File: src/hw/swm_pkg.sv
// Shared constants, field layouts and carrier types for the single-wire master.
// Assumes a 40 MHz system clock and a synchronous active-low reset.
package swm_pkg;

  // ---------------------------------------------------------------------------
  // Timing
  // ---------------------------------------------------------------------------
  localparam int CLK_PERIOD_NS = 25;
  // One time base feeds the slot timing and the active pullup on-time.
  localparam int TIME_TICK_NS = 250;
  localparam int TICK_CYCLES = (TIME_TICK_NS + CLK_PERIOD_NS - 1) / CLK_PERIOD_NS;
  localparam int APU_ON_TIME_NS = 2500;
  localparam int APU_ON_TICKS = APU_ON_TIME_NS / TIME_TICK_NS;

  // ---------------------------------------------------------------------------
  // Host bus addressing
  // ---------------------------------------------------------------------------
  // Fixed upper address bits; the value is arbitrary.
  localparam logic [4:0] I2C_ADDR_FIXED = 5'h0c;

  // ---------------------------------------------------------------------------
  // Register layout
  // ---------------------------------------------------------------------------
  localparam logic [3:0] CFG_RESET = 4'h0;
  localparam logic [3:0] CFG_UPPER_READ = 4'h0;
  localparam logic [7:0] STAT_RST_MASK = 8'h10;

  typedef struct packed {
    logic line_speed_select;
    logic strong_pullup_select;
    logic fixed_zero;
    logic active_pullup_select;
  } swm_cfg_t;

  typedef enum logic [1:0] {
    PTR_STATUS = 2'b00,
    PTR_DATA = 2'b01,
    PTR_CONFIG = 2'b10
  } swm_ptr_t;

  localparam logic [7:0] PTR_CODE_STATUS = 8'h00;
  localparam logic [7:0] PTR_CODE_DATA = 8'h01;
  localparam logic [7:0] PTR_CODE_CONFIG = 8'h02;

  // ---------------------------------------------------------------------------
  // Command codes
  // ---------------------------------------------------------------------------
  localparam logic [7:0] CMD_DEVICE_RESET = 8'h10;
  localparam logic [7:0] CMD_WRITE_CONFIG = 8'h20;
  localparam logic [7:0] CMD_SET_POINTER = 8'h30;
  localparam logic [7:0] CMD_LINE_RESET = 8'h40;
  localparam logic [7:0] CMD_WRITE_BYTE = 8'h50;
  localparam logic [7:0] CMD_READ_BYTE = 8'h60;
  localparam logic [7:0] CMD_SINGLE_BIT = 8'h70;
  localparam logic [7:0] CMD_TRIPLET = 8'h80;

  // ---------------------------------------------------------------------------
  // Carriers
  // ---------------------------------------------------------------------------
  typedef struct packed {
    logic valid;
    logic first;
    logic [7:0] data;
  } swm_rx_t;

  typedef struct packed {
    logic valid;
    logic [7:0] code;
    logic [7:0] data;
  } swm_cmd_t;

  typedef enum logic [1:0] {
    PU_IDLE = 2'b00,
    PU_WAIT = 2'b01,
    PU_ACTIVE = 2'b10,
    PU_STRONG = 2'b11
  } swm_pu_t;

  function automatic logic swm_needs_param(input logic [7:0] code);
    swm_needs_param = (code == CMD_WRITE_CONFIG) || (code == CMD_SET_POINTER) ||
                      (code == CMD_WRITE_BYTE) || (code == CMD_SINGLE_BIT) ||
                      (code == CMD_TRIPLET);
  endfunction

  function automatic logic swm_is_line_cmd(input logic [7:0] code);
    swm_is_line_cmd = (code == CMD_LINE_RESET) || (code == CMD_WRITE_BYTE) ||
                      (code == CMD_READ_BYTE) || (code == CMD_SINGLE_BIT) ||
                      (code == CMD_TRIPLET);
  endfunction

endpackage

File: src/hw/swm_line_master.sv
// Configuration, read pointer and pullup control of the serial-bus to single-wire master.
// Assumes a line sequencer on the same clock runs the slot waveforms and reports status.
// The single-wire pin and the address straps are asynchronous and are synchronised here.

// Overview of operation
// - Three readable registers, only config is writable.
// - Last executed instruction sets the read pointer.
// - Reset leaves config at zero.
// - Config write needs upper nibble inverted lower.
// - Config upper nibble reads as zero.
// - Config bits: active, zero, strong, speed.
// - Options combine; strong select self-clears.
// - Active select off means resistor-only rising edges.
// - Active pullup drives from threshold for on-time.
// - No active pullup after presence or short.
// - Strong pullup drives transistor and external FET.
// - One time base for slots and on-time.
// - Line sequences run without host help.
// - Status and read data reported to host.
// - Two strap pins pick the slave address.
// - Host bus runs up to 400 kHz.
// - Strong pullup ends on command, clear, reset.
// - Speed select picks standard or overdrive timing.
// - Line commands and reset point at status.
module swm_line_master
  import swm_pkg::*;
#(
  parameter int APU_TICKS = APU_ON_TICKS
) (
  // Clock and reset
  input wire logic i_mclk,
  input wire logic i_rst_n,
  // Host serial bus
  input wire logic i_scl,
  input wire logic i_sda,
  output logic o_sda_oe,
  // Address straps
  input wire logic i_slave_addr_pin_lo,
  input wire logic i_slave_addr_pin_hi,
  // Single-wire line
  input wire logic i_line,
  output logic o_pullup_drive,
  output logic o_ext_fet_ctrl_n,
  // Line sequencer
  output swm_cmd_t o_eng_cmd,
  output logic o_line_speed_select,
  output logic o_time_tick,
  input wire logic i_eng_busy,
  input wire logic [7:0] i_eng_status,
  input wire logic [7:0] i_eng_read_data,
  input wire logic i_eng_pulldown,
  input wire logic i_eng_passive_edge,
  input wire logic i_eng_spu_start
);

  localparam int TICK_W = (TICK_CYCLES > 1) ? $clog2(TICK_CYCLES) : 1;
  localparam int APU_W = (APU_TICKS > 1) ? $clog2(APU_TICKS) : 1;
  localparam logic [TICK_W-1:0] TICK_LAST = TICK_W'(TICK_CYCLES - 1);
  localparam logic [APU_W-1:0] APU_LAST = APU_W'(APU_TICKS - 1);
  localparam int APU_MAX = APU_TICKS * TICK_CYCLES + 1;

  // ---------------------------------------------------------------------------
  // State
  // ---------------------------------------------------------------------------
  logic [1:0] addr_s1, addr_s2;
  logic line_s1, line_s2;
  swm_cfg_t cfg;
  logic rst_flag;
  swm_ptr_t ptr;
  logic [7:0] cmd_code;
  logic cmd_pending;
  logic [TICK_W-1:0] tick_cnt;
  logic [APU_W-1:0] apu_cnt;
  swm_pu_t pu_state;
  swm_pu_t next_pu;
  logic strong_arm;
  logic pd_d;
  swm_rx_t rx;
  swm_cfg_t wr_cfg;
  swm_ptr_t next_ptr;

  // ---------------------------------------------------------------------------
  // Host bus slave
  // ---------------------------------------------------------------------------
  wire [7:0] status_byte = (i_eng_status & ~STAT_RST_MASK) | (rst_flag ? STAT_RST_MASK : 8'h00);
  // The pointer stays put across reads, so repeated reads return one register.
  wire [7:0] tx_byte = (ptr == PTR_CONFIG) ? {CFG_UPPER_READ, cfg} :
                       (ptr == PTR_DATA) ? i_eng_read_data : status_byte;

  swm_i2c_slave u_slave (
    .i_mclk(i_mclk),
    .i_rst_n(i_rst_n),
    .i_scl(i_scl),
    .i_sda(i_sda),
    .o_sda_oe(o_sda_oe),
    .i_addr_sel(addr_s2),
    .i_tx_byte(tx_byte),
    .o_rx(rx)
  );

  // ---------------------------------------------------------------------------
  // Command decode
  // ---------------------------------------------------------------------------
  wire rx_cmd = rx.valid & rx.first;
  wire rx_par = rx.valid & ~rx.first & cmd_pending;
  wire [7:0] cmd_now = rx_cmd ? rx.data : cmd_code;
  wire [7:0] par = rx.data;
  wire exec = (rx_cmd & ~swm_needs_param(rx.data)) | rx_par;
  wire do_dev_reset = exec & (cmd_now == CMD_DEVICE_RESET);
  wire do_wr_cfg = exec & (cmd_now == CMD_WRITE_CONFIG);
  wire do_set_ptr = exec & (cmd_now == CMD_SET_POINTER);
  // A line command arriving while the sequencer is busy is dropped.
  wire do_line = exec & swm_is_line_cmd(cmd_now) & ~i_eng_busy;
  wire cfg_ok = par[7:4] == ~par[3:0];
  // A refused write is still acknowledged by the slave, but nothing here moves.
  wire cfg_take = do_wr_cfg & cfg_ok;
  // Bit 1 is forced to zero whatever the host wrote there.
  assign wr_cfg = '{line_speed_select: par[3], strong_pullup_select: par[2],
                    fixed_zero: 1'b0, active_pullup_select: par[0]};
  wire ptr_code_ok = (par == PTR_CODE_STATUS) | (par == PTR_CODE_DATA) | (par == PTR_CODE_CONFIG);
  wire swm_ptr_t par_ptr = (par == PTR_CODE_DATA) ? PTR_DATA :
                           (par == PTR_CODE_CONFIG) ? PTR_CONFIG : PTR_STATUS;
  // Whatever executed last decides what the next read returns.
  assign next_ptr = do_line ? PTR_STATUS :
                    cfg_take ? PTR_CONFIG :
                    (do_set_ptr & ptr_code_ok) ? par_ptr : ptr;

  // ---------------------------------------------------------------------------
  // Pullup control
  // ---------------------------------------------------------------------------
  wire tick = tick_cnt == TICK_LAST;
  wire apu_done = tick & (apu_cnt == APU_LAST);
  wire pd_fall = pd_d & ~i_eng_pulldown;
  wire spu_off_wr = cfg_take & ~wr_cfg.strong_pullup_select;
  wire strong_stop = (pu_state == PU_STRONG) & (next_pu != PU_STRONG);

  always_comb begin
    next_pu = pu_state;
    case (pu_state)
      PU_IDLE: begin
        if (i_eng_spu_start && cfg.strong_pullup_select) begin
          next_pu = PU_WAIT;
        end else if (pd_fall && cfg.active_pullup_select && !i_eng_passive_edge) begin
          next_pu = PU_WAIT;
        end
      end
      PU_WAIT: begin
        if (i_eng_pulldown || (i_eng_passive_edge && !strong_arm)) begin
          next_pu = PU_IDLE;
        end else if (line_s2) begin
          // The synchronised level flips inside the threshold band.
          next_pu = strong_arm ? PU_STRONG : PU_ACTIVE;
        end
      end
      PU_ACTIVE: begin
        if (i_eng_pulldown || apu_done) begin
          next_pu = PU_IDLE;
        end
      end
      PU_STRONG: begin
        if (do_line || spu_off_wr) begin
          next_pu = PU_IDLE;
        end
      end
      default: begin
        next_pu = PU_IDLE;
      end
    endcase
    if (do_dev_reset) begin
      next_pu = PU_IDLE;
    end
  end

  // ---------------------------------------------------------------------------
  // Registers
  // ---------------------------------------------------------------------------
  always_ff @(posedge i_mclk) begin
    if (!i_rst_n || do_dev_reset) begin
      cfg <= CFG_RESET;
      rst_flag <= 1'b1;
      ptr <= PTR_STATUS;
    end else begin
      ptr <= next_ptr;
      if (cfg_take) begin
        cfg <= wr_cfg;
        rst_flag <= 1'b0;
      end
      if (strong_stop) begin
        cfg.strong_pullup_select <= 1'b0;
      end
    end
  end

  always_ff @(posedge i_mclk) begin
    if (!i_rst_n) begin
      cmd_code <= 8'h00;
      cmd_pending <= 1'b0;
      o_eng_cmd <= '0;
    end else begin
      o_eng_cmd <= '{valid: do_line, code: cmd_now, data: par};
      if (rx_cmd) begin
        cmd_code <= rx.data;
        cmd_pending <= swm_needs_param(rx.data);
      end else if (rx_par) begin
        cmd_pending <= 1'b0;
      end
    end
  end

  always_ff @(posedge i_mclk) begin
    if (!i_rst_n) begin
      addr_s1 <= 2'h0;
      addr_s2 <= 2'h0;
      line_s1 <= 1'b0;
      line_s2 <= 1'b0;
      pd_d <= 1'b0;
      tick_cnt <= '0;
      o_time_tick <= 1'b0;
      o_line_speed_select <= 1'b0;
    end else begin
      addr_s1 <= {i_slave_addr_pin_hi, i_slave_addr_pin_lo};
      addr_s2 <= addr_s1;
      line_s1 <= i_line;
      line_s2 <= line_s1;
      pd_d <= i_eng_pulldown;
      tick_cnt <= tick ? '0 : tick_cnt + TICK_W'(1);
      o_time_tick <= tick;
      o_line_speed_select <= cfg.line_speed_select;
    end
  end

  always_ff @(posedge i_mclk) begin
    if (!i_rst_n) begin
      pu_state <= PU_IDLE;
      strong_arm <= 1'b0;
      apu_cnt <= '0;
      o_pullup_drive <= 1'b0;
      o_ext_fet_ctrl_n <= 1'b1;
    end else begin
      pu_state <= next_pu;
      if (pu_state == PU_IDLE) begin
        strong_arm <= i_eng_spu_start & cfg.strong_pullup_select;
      end
      if (pu_state != PU_ACTIVE) begin
        apu_cnt <= '0;
      end else if (tick) begin
        apu_cnt <= apu_cnt + APU_W'(1);
      end
      // Strong and active pullup share the one transistor.
      o_pullup_drive <= (next_pu == PU_ACTIVE) | (next_pu == PU_STRONG);
      o_ext_fet_ctrl_n <= next_pu != PU_STRONG;
    end
  end

  // ---------------------------------------------------------------------------
  // Assertions
  // ---------------------------------------------------------------------------
  cfg_read_zero_a: assert property (
    @(posedge i_mclk) disable iff (!i_rst_n)
    ptr == PTR_CONFIG |-> tx_byte[7:4] == 4'h0 && tx_byte[1] == 1'b0)
    else $error("config read shows nonzero fixed bits");

  cfg_reject_a: assert property (
    @(posedge i_mclk) disable iff (!i_rst_n)
    do_wr_cfg && !cfg_ok |=> cfg == $past(cfg) && rst_flag == $past(rst_flag) &&
                             ptr == $past(ptr))
    else $error("rejected config write changed state");

  cfg_accept_a: assert property (
    @(posedge i_mclk) disable iff (!i_rst_n)
    cfg_take |=> cfg == $past(wr_cfg) && !rst_flag && ptr == PTR_CONFIG)
    else $error("accepted config write not stored");

  dev_reset_a: assert property (
    @(posedge i_mclk) disable iff (!i_rst_n)
    do_dev_reset |=> cfg == CFG_RESET && ptr == PTR_STATUS && rst_flag && o_ext_fet_ctrl_n)
    else $error("device reset left state behind");

  fet_strong_a: assert property (
    @(posedge i_mclk) disable iff (!i_rst_n)
    !o_ext_fet_ctrl_n |-> o_pullup_drive && pu_state == PU_STRONG)
    else $error("external FET low outside strong pullup");

  apu_off_a: assert property (
    @(posedge i_mclk) disable iff (!i_rst_n)
    pu_state == PU_IDLE && !cfg.active_pullup_select && !i_eng_spu_start |=> !o_pullup_drive)
    else $error("pullup drive with active pullup deselected");

  apu_len_a: assert property (
    @(posedge i_mclk) disable iff (!i_rst_n)
    $rose(o_pullup_drive) && o_ext_fet_ctrl_n |-> ##[1:APU_MAX] !o_pullup_drive)
    else $error("active pullup exceeded its on-time");

  passive_edge_a: assert property (
    @(posedge i_mclk) disable iff (!i_rst_n)
    i_eng_passive_edge && (pu_state == PU_IDLE || (pu_state == PU_WAIT && !strong_arm))
    |=> !o_pullup_drive)
    else $error("active pullup on a passive edge");

  spu_clear_a: assert property (
    @(posedge i_mclk) disable iff (!i_rst_n)
    pu_state == PU_STRONG ##1 pu_state != PU_STRONG |-> !cfg.strong_pullup_select)
    else $error("strong select not cleared after strong pullup");

  line_ptr_a: assert property (
    @(posedge i_mclk) disable iff (!i_rst_n)
    do_line |=> ptr == PTR_STATUS && o_eng_cmd.valid && o_eng_cmd.code == $past(cmd_now))
    else $error("line command did not launch or move pointer");

endmodule

File: src/hw/swm_i2c_slave.sv
// Byte-level serial host bus slave: start/stop detection, address match, ACK, read shifting.
// Assumes the bus pins are asynchronous and the address straps are already synchronised.
module swm_i2c_slave
  import swm_pkg::*;
(
  // Clock and reset
  input wire logic i_mclk,
  input wire logic i_rst_n,
  // Bus pins
  input wire logic i_scl,
  input wire logic i_sda,
  output logic o_sda_oe,
  // Register side
  input wire logic [1:0] i_addr_sel,
  input wire logic [7:0] i_tx_byte,
  output swm_rx_t o_rx
);

  typedef enum logic [2:0] {
    ST_IDLE = 3'b000,
    ST_RX = 3'b001,
    ST_ACK_W = 3'b010,
    ST_ACK = 3'b011,
    ST_TX = 3'b100,
    ST_RACK_W = 3'b101,
    ST_RACK = 3'b110,
    ST_TX_NEXT = 3'b111
  } swm_i2c_st_t;

  swm_i2c_st_t st;
  logic scl_s1, scl_s2, scl_d;
  logic sda_s1, sda_s2, sda_d;
  logic [7:0] shift;
  logic [2:0] bit_cnt;
  logic addr_phase;
  logic first;
  logic rw;

  // ---------------------------------------------------------------------------
  // Edge and condition decode
  // ---------------------------------------------------------------------------
  // At 40 MHz a 400 kHz bus clock gives a hundred samples per bit.
  wire scl_rise = scl_s2 & ~scl_d;
  wire scl_fall = ~scl_s2 & scl_d;
  wire bus_start = scl_s2 & scl_d & sda_d & ~sda_s2;
  wire bus_stop = scl_s2 & scl_d & ~sda_d & sda_s2;
  wire [7:0] rx_byte = {shift[6:0], sda_s2};
  wire addr_hit = rx_byte[7:1] == {I2C_ADDR_FIXED, i_addr_sel};
  wire last_bit = bit_cnt == 3'h7;
  wire tx_load = scl_fall & (((st == ST_ACK) & addr_phase & rw) | (st == ST_TX_NEXT));

  always_ff @(posedge i_mclk) begin
    if (!i_rst_n) begin
      {scl_s1, scl_s2, scl_d, sda_s1, sda_s2, sda_d} <= 6'h3f;
      st <= ST_IDLE;
      shift <= 8'h00;
      bit_cnt <= 3'h0;
      addr_phase <= 1'b0;
      first <= 1'b0;
      rw <= 1'b0;
      o_sda_oe <= 1'b0;
      o_rx <= '0;
    end else begin
      scl_s1 <= i_scl;
      scl_s2 <= scl_s1;
      scl_d <= scl_s2;
      sda_s1 <= i_sda;
      sda_s2 <= sda_s1;
      sda_d <= sda_s2;
      o_rx.valid <= 1'b0;
      if (bus_start) begin
        st <= ST_RX;
        bit_cnt <= 3'h0;
        addr_phase <= 1'b1;
        first <= 1'b1;
        o_sda_oe <= 1'b0;
      end else if (bus_stop) begin
        st <= ST_IDLE;
        o_sda_oe <= 1'b0;
      end else if (tx_load) begin
        shift <= i_tx_byte;
        o_sda_oe <= ~i_tx_byte[7];
        bit_cnt <= 3'h0;
        addr_phase <= 1'b0;
        st <= ST_TX;
      end else begin
        case (st)
          ST_RX: begin
            if (scl_rise) begin
              shift <= rx_byte;
              bit_cnt <= bit_cnt + 3'h1;
              if (last_bit && addr_phase) begin
                rw <= sda_s2;
                st <= addr_hit ? ST_ACK_W : ST_IDLE;
              end else if (last_bit) begin
                o_rx <= '{valid: 1'b1, first: first, data: rx_byte};
                first <= 1'b0;
                st <= ST_ACK_W;
              end
            end
          end
          ST_ACK_W: begin
            if (scl_fall) begin
              o_sda_oe <= 1'b1;
              st <= ST_ACK;
            end
          end
          ST_ACK: begin
            if (scl_fall) begin
              o_sda_oe <= 1'b0;
              addr_phase <= 1'b0;
              st <= ST_RX;
            end
          end
          ST_TX: begin
            if (scl_rise) begin
              bit_cnt <= bit_cnt + 3'h1;
              if (last_bit) begin
                st <= ST_RACK_W;
              end
            end else if (scl_fall) begin
              o_sda_oe <= ~shift[6];
              shift <= {shift[6:0], 1'b0};
            end
          end
          ST_RACK_W: begin
            if (scl_fall) begin
              o_sda_oe <= 1'b0;
              st <= ST_RACK;
            end
          end
          ST_RACK: begin
            if (scl_rise) begin
              st <= sda_s2 ? ST_IDLE : ST_TX_NEXT;
            end
          end
          default: begin
            st <= st;
          end
        endcase
      end
    end
  end

endmodule

File: config.mk
export PLATFORM = sky130hd
export DESIGN_NAME = swm_line_master
export DESIGN_NICKNAME = d
export VERILOG_FILES = /design/src/hw/swm_pkg.sv /design/src/hw/swm_line_master.sv /design/src/hw/swm_i2c_slave.sv
export SDC_FILE = /design/constraint.sdc
export NUM_CORES = 1
export LEC_CHECK = 0
export BUFFER_PORTS_ARGS = -buffer_cell sky130_fd_sc_hd__buf_4
export CAP_MARGIN = 20
export CORE_ASPECT_RATIO = 1.2
export CORE_MARGIN = 2
export CORE_UTILIZATION = 30
export CTS_BUF_LIST = sky130_fd_sc_hd__clkbuf_4
export CTS_CLUSTER_DIAMETER = 40
export DETAILED_ROUTE_END_ITERATION = 8
export PLACE_DENSITY_LB_ADDON = 0.12
export SKIP_CTS_REPAIR_TIMING = 1
export SKIP_LAST_GASP = 1
export SLEW_MARGIN = 20
export SYNTH_ARGS = -nofsm -noshare
export SYNTH_HDL_FRONTEND = slang
export SYNTH_SLANG_ARGS = --single-unit
File: constraint.sdc
create_clock -name i_mclk -period 2.22 [get_ports i_mclk]
set_clock_uncertainty 0.15 [all_clocks]
set_input_delay 0.111 -clock i_mclk [delete_from_list [all_inputs] [get_ports i_mclk]]
set_output_delay 0.111 -clock i_mclk [all_outputs]
set_load 0.02 [all_outputs]
# Word-level counts from Yosys, hierarchy flattened
# Cells that the tools add are included.
# totals
regBits	79
# op_classes
n_addsub	3
reduce_logical	57
n_eq_ne	66
bitwise_logic	51
muxes	60
# ops
op	count
$eq A8 B7 Y1 const B	6
$mux W3	14
$ne A5 B1 Y1 const B	7
$eq A8 B6 Y1 const B	4
$ne A3 B1 Y1 const B	10
$mux W7	4
$reduce_and A9 Y1	3
$and A1 B1 Y1	26
$mux W2	12
$mux W8	3
$mux W1	21
$ne A2 B1 Y1 const B	10
$not A1 Y1	18
$pmux W3 S6	1
$reduce_and A6 Y1	3
$eq A8 B8 Y1 const B	2
$eq A3 B3 Y1 const B	5
$pmux W7 S2	1
$reduce_bool A2 Y1	7
$reduce_or A2 Y1	7
$logic_or A1 B1 Y1	12
$eq A2 B2 Y1 const B	5
$mux W10	1
$reduce_bool A3 Y1	3
other kinds (35)	52

# Logic depth before layout (Yosys ltp)
# logic_depth
depth_word	18
ltp_mapped	9
depth_no_buf	8

# Modules after synthesis
# A second synthesis with hierarchy kept.
# unflattened
cells_unflattened	420
area_unflattened_um2	3793.6
# by_module_without_submodules
mod	cells_each	seq_area_each_um2	n_inst	area_per_inst_um2
swm_line_master	239	920.9	1	2193.4
swm_i2c_slave	181	660.6	1	1600.3

# Least setup slack after synthesis
# No wires, ideal clock.
# synth_timing
kind	flip-flop to flip-flop
start	reg u_slave.o_rx[4] (netlist name)
end	reg o_ext_fet_ctrl_n
t_required_ns	1.948
arrival_time_ns	1.818
setup_time_ns	0.122
setup_slack_ns	0.130
path_stages_with_launch	8
cell_sequence	dfxtp_1 buf_2 nor4b_2 a21oi_2 o211a_1 a21o_1 or3_4 o32a_1
# synth_between
elab_chain_cells	16
# synth_lines
element	line_no	rtl
from (decl)	swm_i2c_slave.sv:16	output swm_rx_t o_rx
from (signal assigned)	swm_i2c_slave.sv:96	o_rx <= '{valid: 1'b1, first: first, data: rx_byte};
$eq A8 B6 Y1	swm_pkg.sv:80	swm_needs_param = (code == CMD_WRITE_CONFIG) || (code == CMD_SET_POINTER) ||
$logic_or A1 B1 Y1 (2 in series)	swm_pkg.sv:80	
$logic_or A1 B1 Y1 (2 in series)	swm_pkg.sv:81	(code == CMD_WRITE_BYTE) || (code == CMD_SINGLE_BIT) ||
$not A1 Y1	swm_line_master.sv:108	wire exec = (rx_cmd & ~swm_needs_param(rx.data)) | rx_par;
$and A1 B1 Y1	swm_line_master.sv:108	
$or A1 B1 Y1	swm_line_master.sv:108	
$and A1 B1 Y1	swm_line_master.sv:110	wire do_wr_cfg = exec & (cmd_now == CMD_WRITE_CONFIG);
$and A1 B1 Y1	swm_line_master.sv:116	wire cfg_take = do_wr_cfg & cfg_ok;
$and A1 B1 Y1	swm_line_master.sv:134	wire spu_off_wr = cfg_take & ~wr_cfg.strong_pullup_select;
$logic_or A1 B1 Y1	swm_line_master.sv:161	if (do_line || spu_off_wr) begin
$mux W2	swm_line_master.sv:161	
$pmux W2 S4	swm_line_master.sv:139	case (pu_state)
$mux W2 *	swm_line_master.sv:169	if (do_dev_reset) begin
$ne A2 B2 Y1 *	swm_line_master.sv:251	o_ext_fet_ctrl_n <= next_pu != PU_STRONG;
to (signal assigned)	swm_line_master.sv:238	o_ext_fet_ctrl_n <= 1'b1;
to (signal assigned)	swm_line_master.sv:251	
to (decl)	swm_line_master.sv:43	output logic o_ext_fet_ctrl_n,
# Mark *: on every way between the ends. The rest lies on a longest branch, timed or not.
# A chain may end at the register's enable or synchronous reset.

# Worst setup path after layout
# layout_timing
start	reg u_slave.shift[6]
end	reg u_slave.st[1]
# layout_between
elab_chain_cells	5
# layout_lines
element	line_no	rtl
from (decl)	swm_i2c_slave.sv:33	logic [7:0] shift;
from (signal assigned)	swm_i2c_slave.sv:81	shift <= i_tx_byte;
from (signal assigned)	swm_i2c_slave.sv:90	shift <= rx_byte;
from (signal assigned)	swm_i2c_slave.sv:123	shift <= {shift[6:0], 1'b0};
$eq A7 B6 Y1	swm_i2c_slave.sv:48	wire addr_hit = rx_byte[7:1] == {I2C_ADDR_FIXED, i_addr_sel};
$mux W2	swm_i2c_slave.sv:94	st <= addr_hit ? ST_ACK_W : ST_IDLE;
$mux W3	swm_i2c_slave.sv:92	if (last_bit && addr_phase) begin
$mux W3	swm_i2c_slave.sv:89	if (scl_rise) begin
$pmux W3 S6	swm_i2c_slave.sv:87	case (st)
to (signal assigned)	swm_i2c_slave.sv:94	
to (signal assigned)	swm_i2c_slave.sv:134	st <= sda_s2 ? ST_IDLE : ST_TX_NEXT;
to (signal assigned)	swm_i2c_slave.sv:138	st <= st;
to (decl)	swm_i2c_slave.sv:30	swm_i2c_st_t st;
# No other way between the ends. The select of a mux whose other input is x is not followed.

==> results.cfg <==
[worst_setup_path]
worstPathArrival_ns = 2.36
end_kind = register
r2r_setup_slack_ns = 0.06
required_ns = 2.42
critical_path_class = reg2reg
critPathMaxFanout = 2
critPathLaunchType = register

[global_route]
track_usage_pct = 14.63
antenna_found_initial = 0
grt_first_pass_wirelength_um = 15410
grt_max_degree = 25
grt_pass1_vias = 3090
grt_remaining_overflow = 0

[placed_design]
dp_slack_ns = 0.05112
place_inst = 631
globalplace.congestion = 0.7990
io_buffers = 47
dp_hpwl_um = 6912

[floorplan]
row_count = 44
die_w_um = 105.1
die_area_sq_um = 13160
start_util_pct = 30.50
die-height_um = 125.3
ios = 49
coreArea_sq_um = 12060

[timing]
finalHoldViolCount = 1
setup-violations-final = 0
min_period_ns = 2.158
tns_ns = 0
hold_ws_ns = -0.004971
grt_setup_unrepaired = true
fin_crit_sh_pct = 97.21
worst_slew_pin_slew_ns = 0.6789
slew_headroom_pct = 54.68
maxSlewViolCount = 0
fin_ws_ns = 0.06204
fmax_mhz = 463.4

[routing]
drtIter0Drc = 165
vias = 3198
ant_nets = 0
wl_per_cell_um = 14.46
vias_per_cell = 4.845
drc = 0
first_pass_iters = 4
wl_um = 9541

[cts]
path_clk_slew_ns = 0.14
cts_tree = built
htree_levels = 3
clk-insertion-delay-late_ns = 0.44
clock-root-buffer = clkbuf_4
cts_buffer_depth = 2
cts-buffers-inserted = 9
cts.sinks = 79

[logic_synthesis]
synthesis.area_sq_um = 3677
post_synth.cell_area_avg_sq_um = 8.991
synth-edff-count = 0
synth_cell_type_count = 65
yosysWarningCount = 0
syn_inst = 409
ys_ff_latch = 79
async_flop_share_pct = 0
yosysSeqAreaShare_pct = 43.01
yosys_most_used_dff = dfxtp_1
synth_fp_nets = 442

[finish]
nets = 527
area_delta_synth_final_pct = 27.63
final_core_util_pct = 38.93
diodes = 0
n_fill_cell = 1215
drive_above_1_share_pct = 25.05
finalNonFillerCells = 660

[power_and_ir_drop]
p_leak_nw = 1.925
power.density_nw_per_um2 = 524.5
ir_worst_vdd_uv = 268.4

[outcome]
failed_checks = negative hold slack
outcome = finished, violations left

[flow_run]
max_cap_violations = 0

[min_path]
hold_class = in2reg
==> per-layer routing <==
| metal | up-vias | global-route usage (%) | wire length, um |
|---|---|---|---|
| met1 | 1497 | 19.18 | 4532 |
| met2 | 75 | 23.91 | 4449 |
| met4 | 0 | 5.725 | 131 |
| met5 | - | 0 | 0 |
| met3 | 12 | 2.555 | 427 |
| li1 | 1614 | - | - |
==> cells by family (layout without fill, tap and decap cells) <==
kind of cell | after synthesis | in the layout | synth area share [%]
XOR/XNOR | 15 | 15 | 3.573
buffers and inverters | 33 | 123 | 3.811
flip-flops | 79 | 79 | 43.01
AND/OR/NAND/NOR | 156 | 156 | 22.32
adder cells (fa/ha/maj) | 6 | 6 | 2.041
AO/OA/AOI/OAI | 96 | 96 | 18.37
multiplexers | 24 | 24 | 6.873
==> cells in the final DEF, fill, tap and decap left out, types with 2 or more instances in the layout <==
cell type | synthesis | final
nand3_1 | 9 | 9
dfxtp_2 | 0 | 2
inv_1 | 11 | 11
dfxtp_1 | 79 | 77
nand2_1 | 39 | 39
xor2_1 | 12 | 12
nor3_1 | 4 | 4
nor2_1 | 46 | 46
or3_1 | 4 | 4
o211a_1 | 2 | 2
nand4_1 | 3 | 3
a211o_1 | 5 | 5
clkinv_1 | 0 | 2
a32o_1 | 2 | 2
o22a_1 | 9 | 9
clkbuf_4 | 0 | 9
mux2_2 | 9 | 9
nor4b_1 | 2 | 2
ha_1 | 6 | 6
xnor2_1 | 3 | 3
a211oi_1 | 3 | 3
and2_2 | 2 | 2
clkinv_2 | 0 | 2
o21ai_0 | 10 | 10
dlygate4sd3_1 | 0 | 13
and2_1 | 14 | 14
a21oi_1 | 29 | 29
nor2b_1 | 7 | 6
mux2i_1 | 14 | 14
a22oi_1 | 5 | 5
a32oi_1 | 2 | 2
o31ai_1 | 4 | 3
o211ai_1 | 4 | 4
nand2b_1 | 9 | 9
a21o_1 | 3 | 3
nand4b_1 | 4 | 4
buf_4 | 1 | 83
o221ai_1 | 2 | 2
a31oi_1 | 3 | 3
==> sequential cells by signal, indices dropped and copies added, names as in the netlist, 4 cells and up <==
name,count
tick_cnt,4
u_slave.o_rx,10
u_slave.shift,7
apu_cnt,4
o_eng_cmd,9
cmd_code,8
==> synthesized netlist by cell type (7+ instances only) <==
| master | n | share of area [%] |
|---|---|---|
| inv_1 | 11 | 1.1 |
| clkbuf_1 | 14 | 1.4 |
| mux2i_1 | 14 | 3.8 |
| nor2b_1 | 7 | 1.2 |
| mux2_2 | 9 | 2.8 |
| nor2_1 | 46 | 4.7 |
| nand2b_1 | 9 | 1.5 |
| a21oi_1 | 29 | 3.9 |
| xor2_1 | 12 | 2.9 |
| and2_1 | 14 | 2.4 |
| o22a_1 | 9 | 2.1 |
| dfxtp_1 | 79 | 43 |
| nand3_1 | 9 | 1.2 |
| nand2_1 | 39 | 4.0 |
| o21ai_0 | 10 | 1.4 |
==> area by class of cell <==
type / count / area (sq um) / area share (%)
Clock inverter: 7 / 63.81 / 1.360
Inverter: 11 / 41.29 / 0.8798
Tap cell: 161 / 201.4 / 4.292
Clock buffer: 9 / 67.56 / 1.440
Multi-Input combinational cell: 297 / 1982 / 42.23
Sequential cell: 79 / 1584 / 33.75
Timing Repair Buffer: 96 / 753.2 / 16.05
==> final timing paths <==
check	depth (start not counted)	to	startpoint
max	5	u_slave.st[1]$_SDFFE_PP0P_	u_slave.shift[6]$_SDFFE_PN0P_
max reg2reg	5	u_slave.st[1]$_SDFFE_PP0P_	u_slave.shift[6]$_SDFFE_PN0P_
min reg2reg	1	u_slave.scl_s2$_SDFF_PN1_	u_slave.scl_s1$_SDFF_PN1_
min	6	o_ext_fet_ctrl_n$_SDFF_PN1_	i_eng_passive_edge
==> critical path, stage by stage, from the launching register on <==
cell	delay [ns]
dfxtp_1	0.33
or4_1	0.60
o311ai_4	0.32
nand2_1	0.08
a32o_1	0.26
a2111oi_2	0.33
==> per-stage QoR <==
stage / cell area [sq um] / power (mW)
6_report: 4693 / 2.462
5_1_grt: 4693 / 2.580
3_5_place_dp: 4403 / 1.623
3_3_place_gp: 4403 / 1.620
4_1_cts: 4534 / 2.479
2_1_floorplan: 3677 / 1.556
==> power breakdown <==
part,internal (mW),switching (mW),leakage (nW)
registers,1.44,0.0159,0.641
logic,0.0852,0.0707,1.21
clock network,0.334,0.519,0.0708
total,1.86,0.606,1.93
No activity file was read; power rests on OpenSTA's default activity.
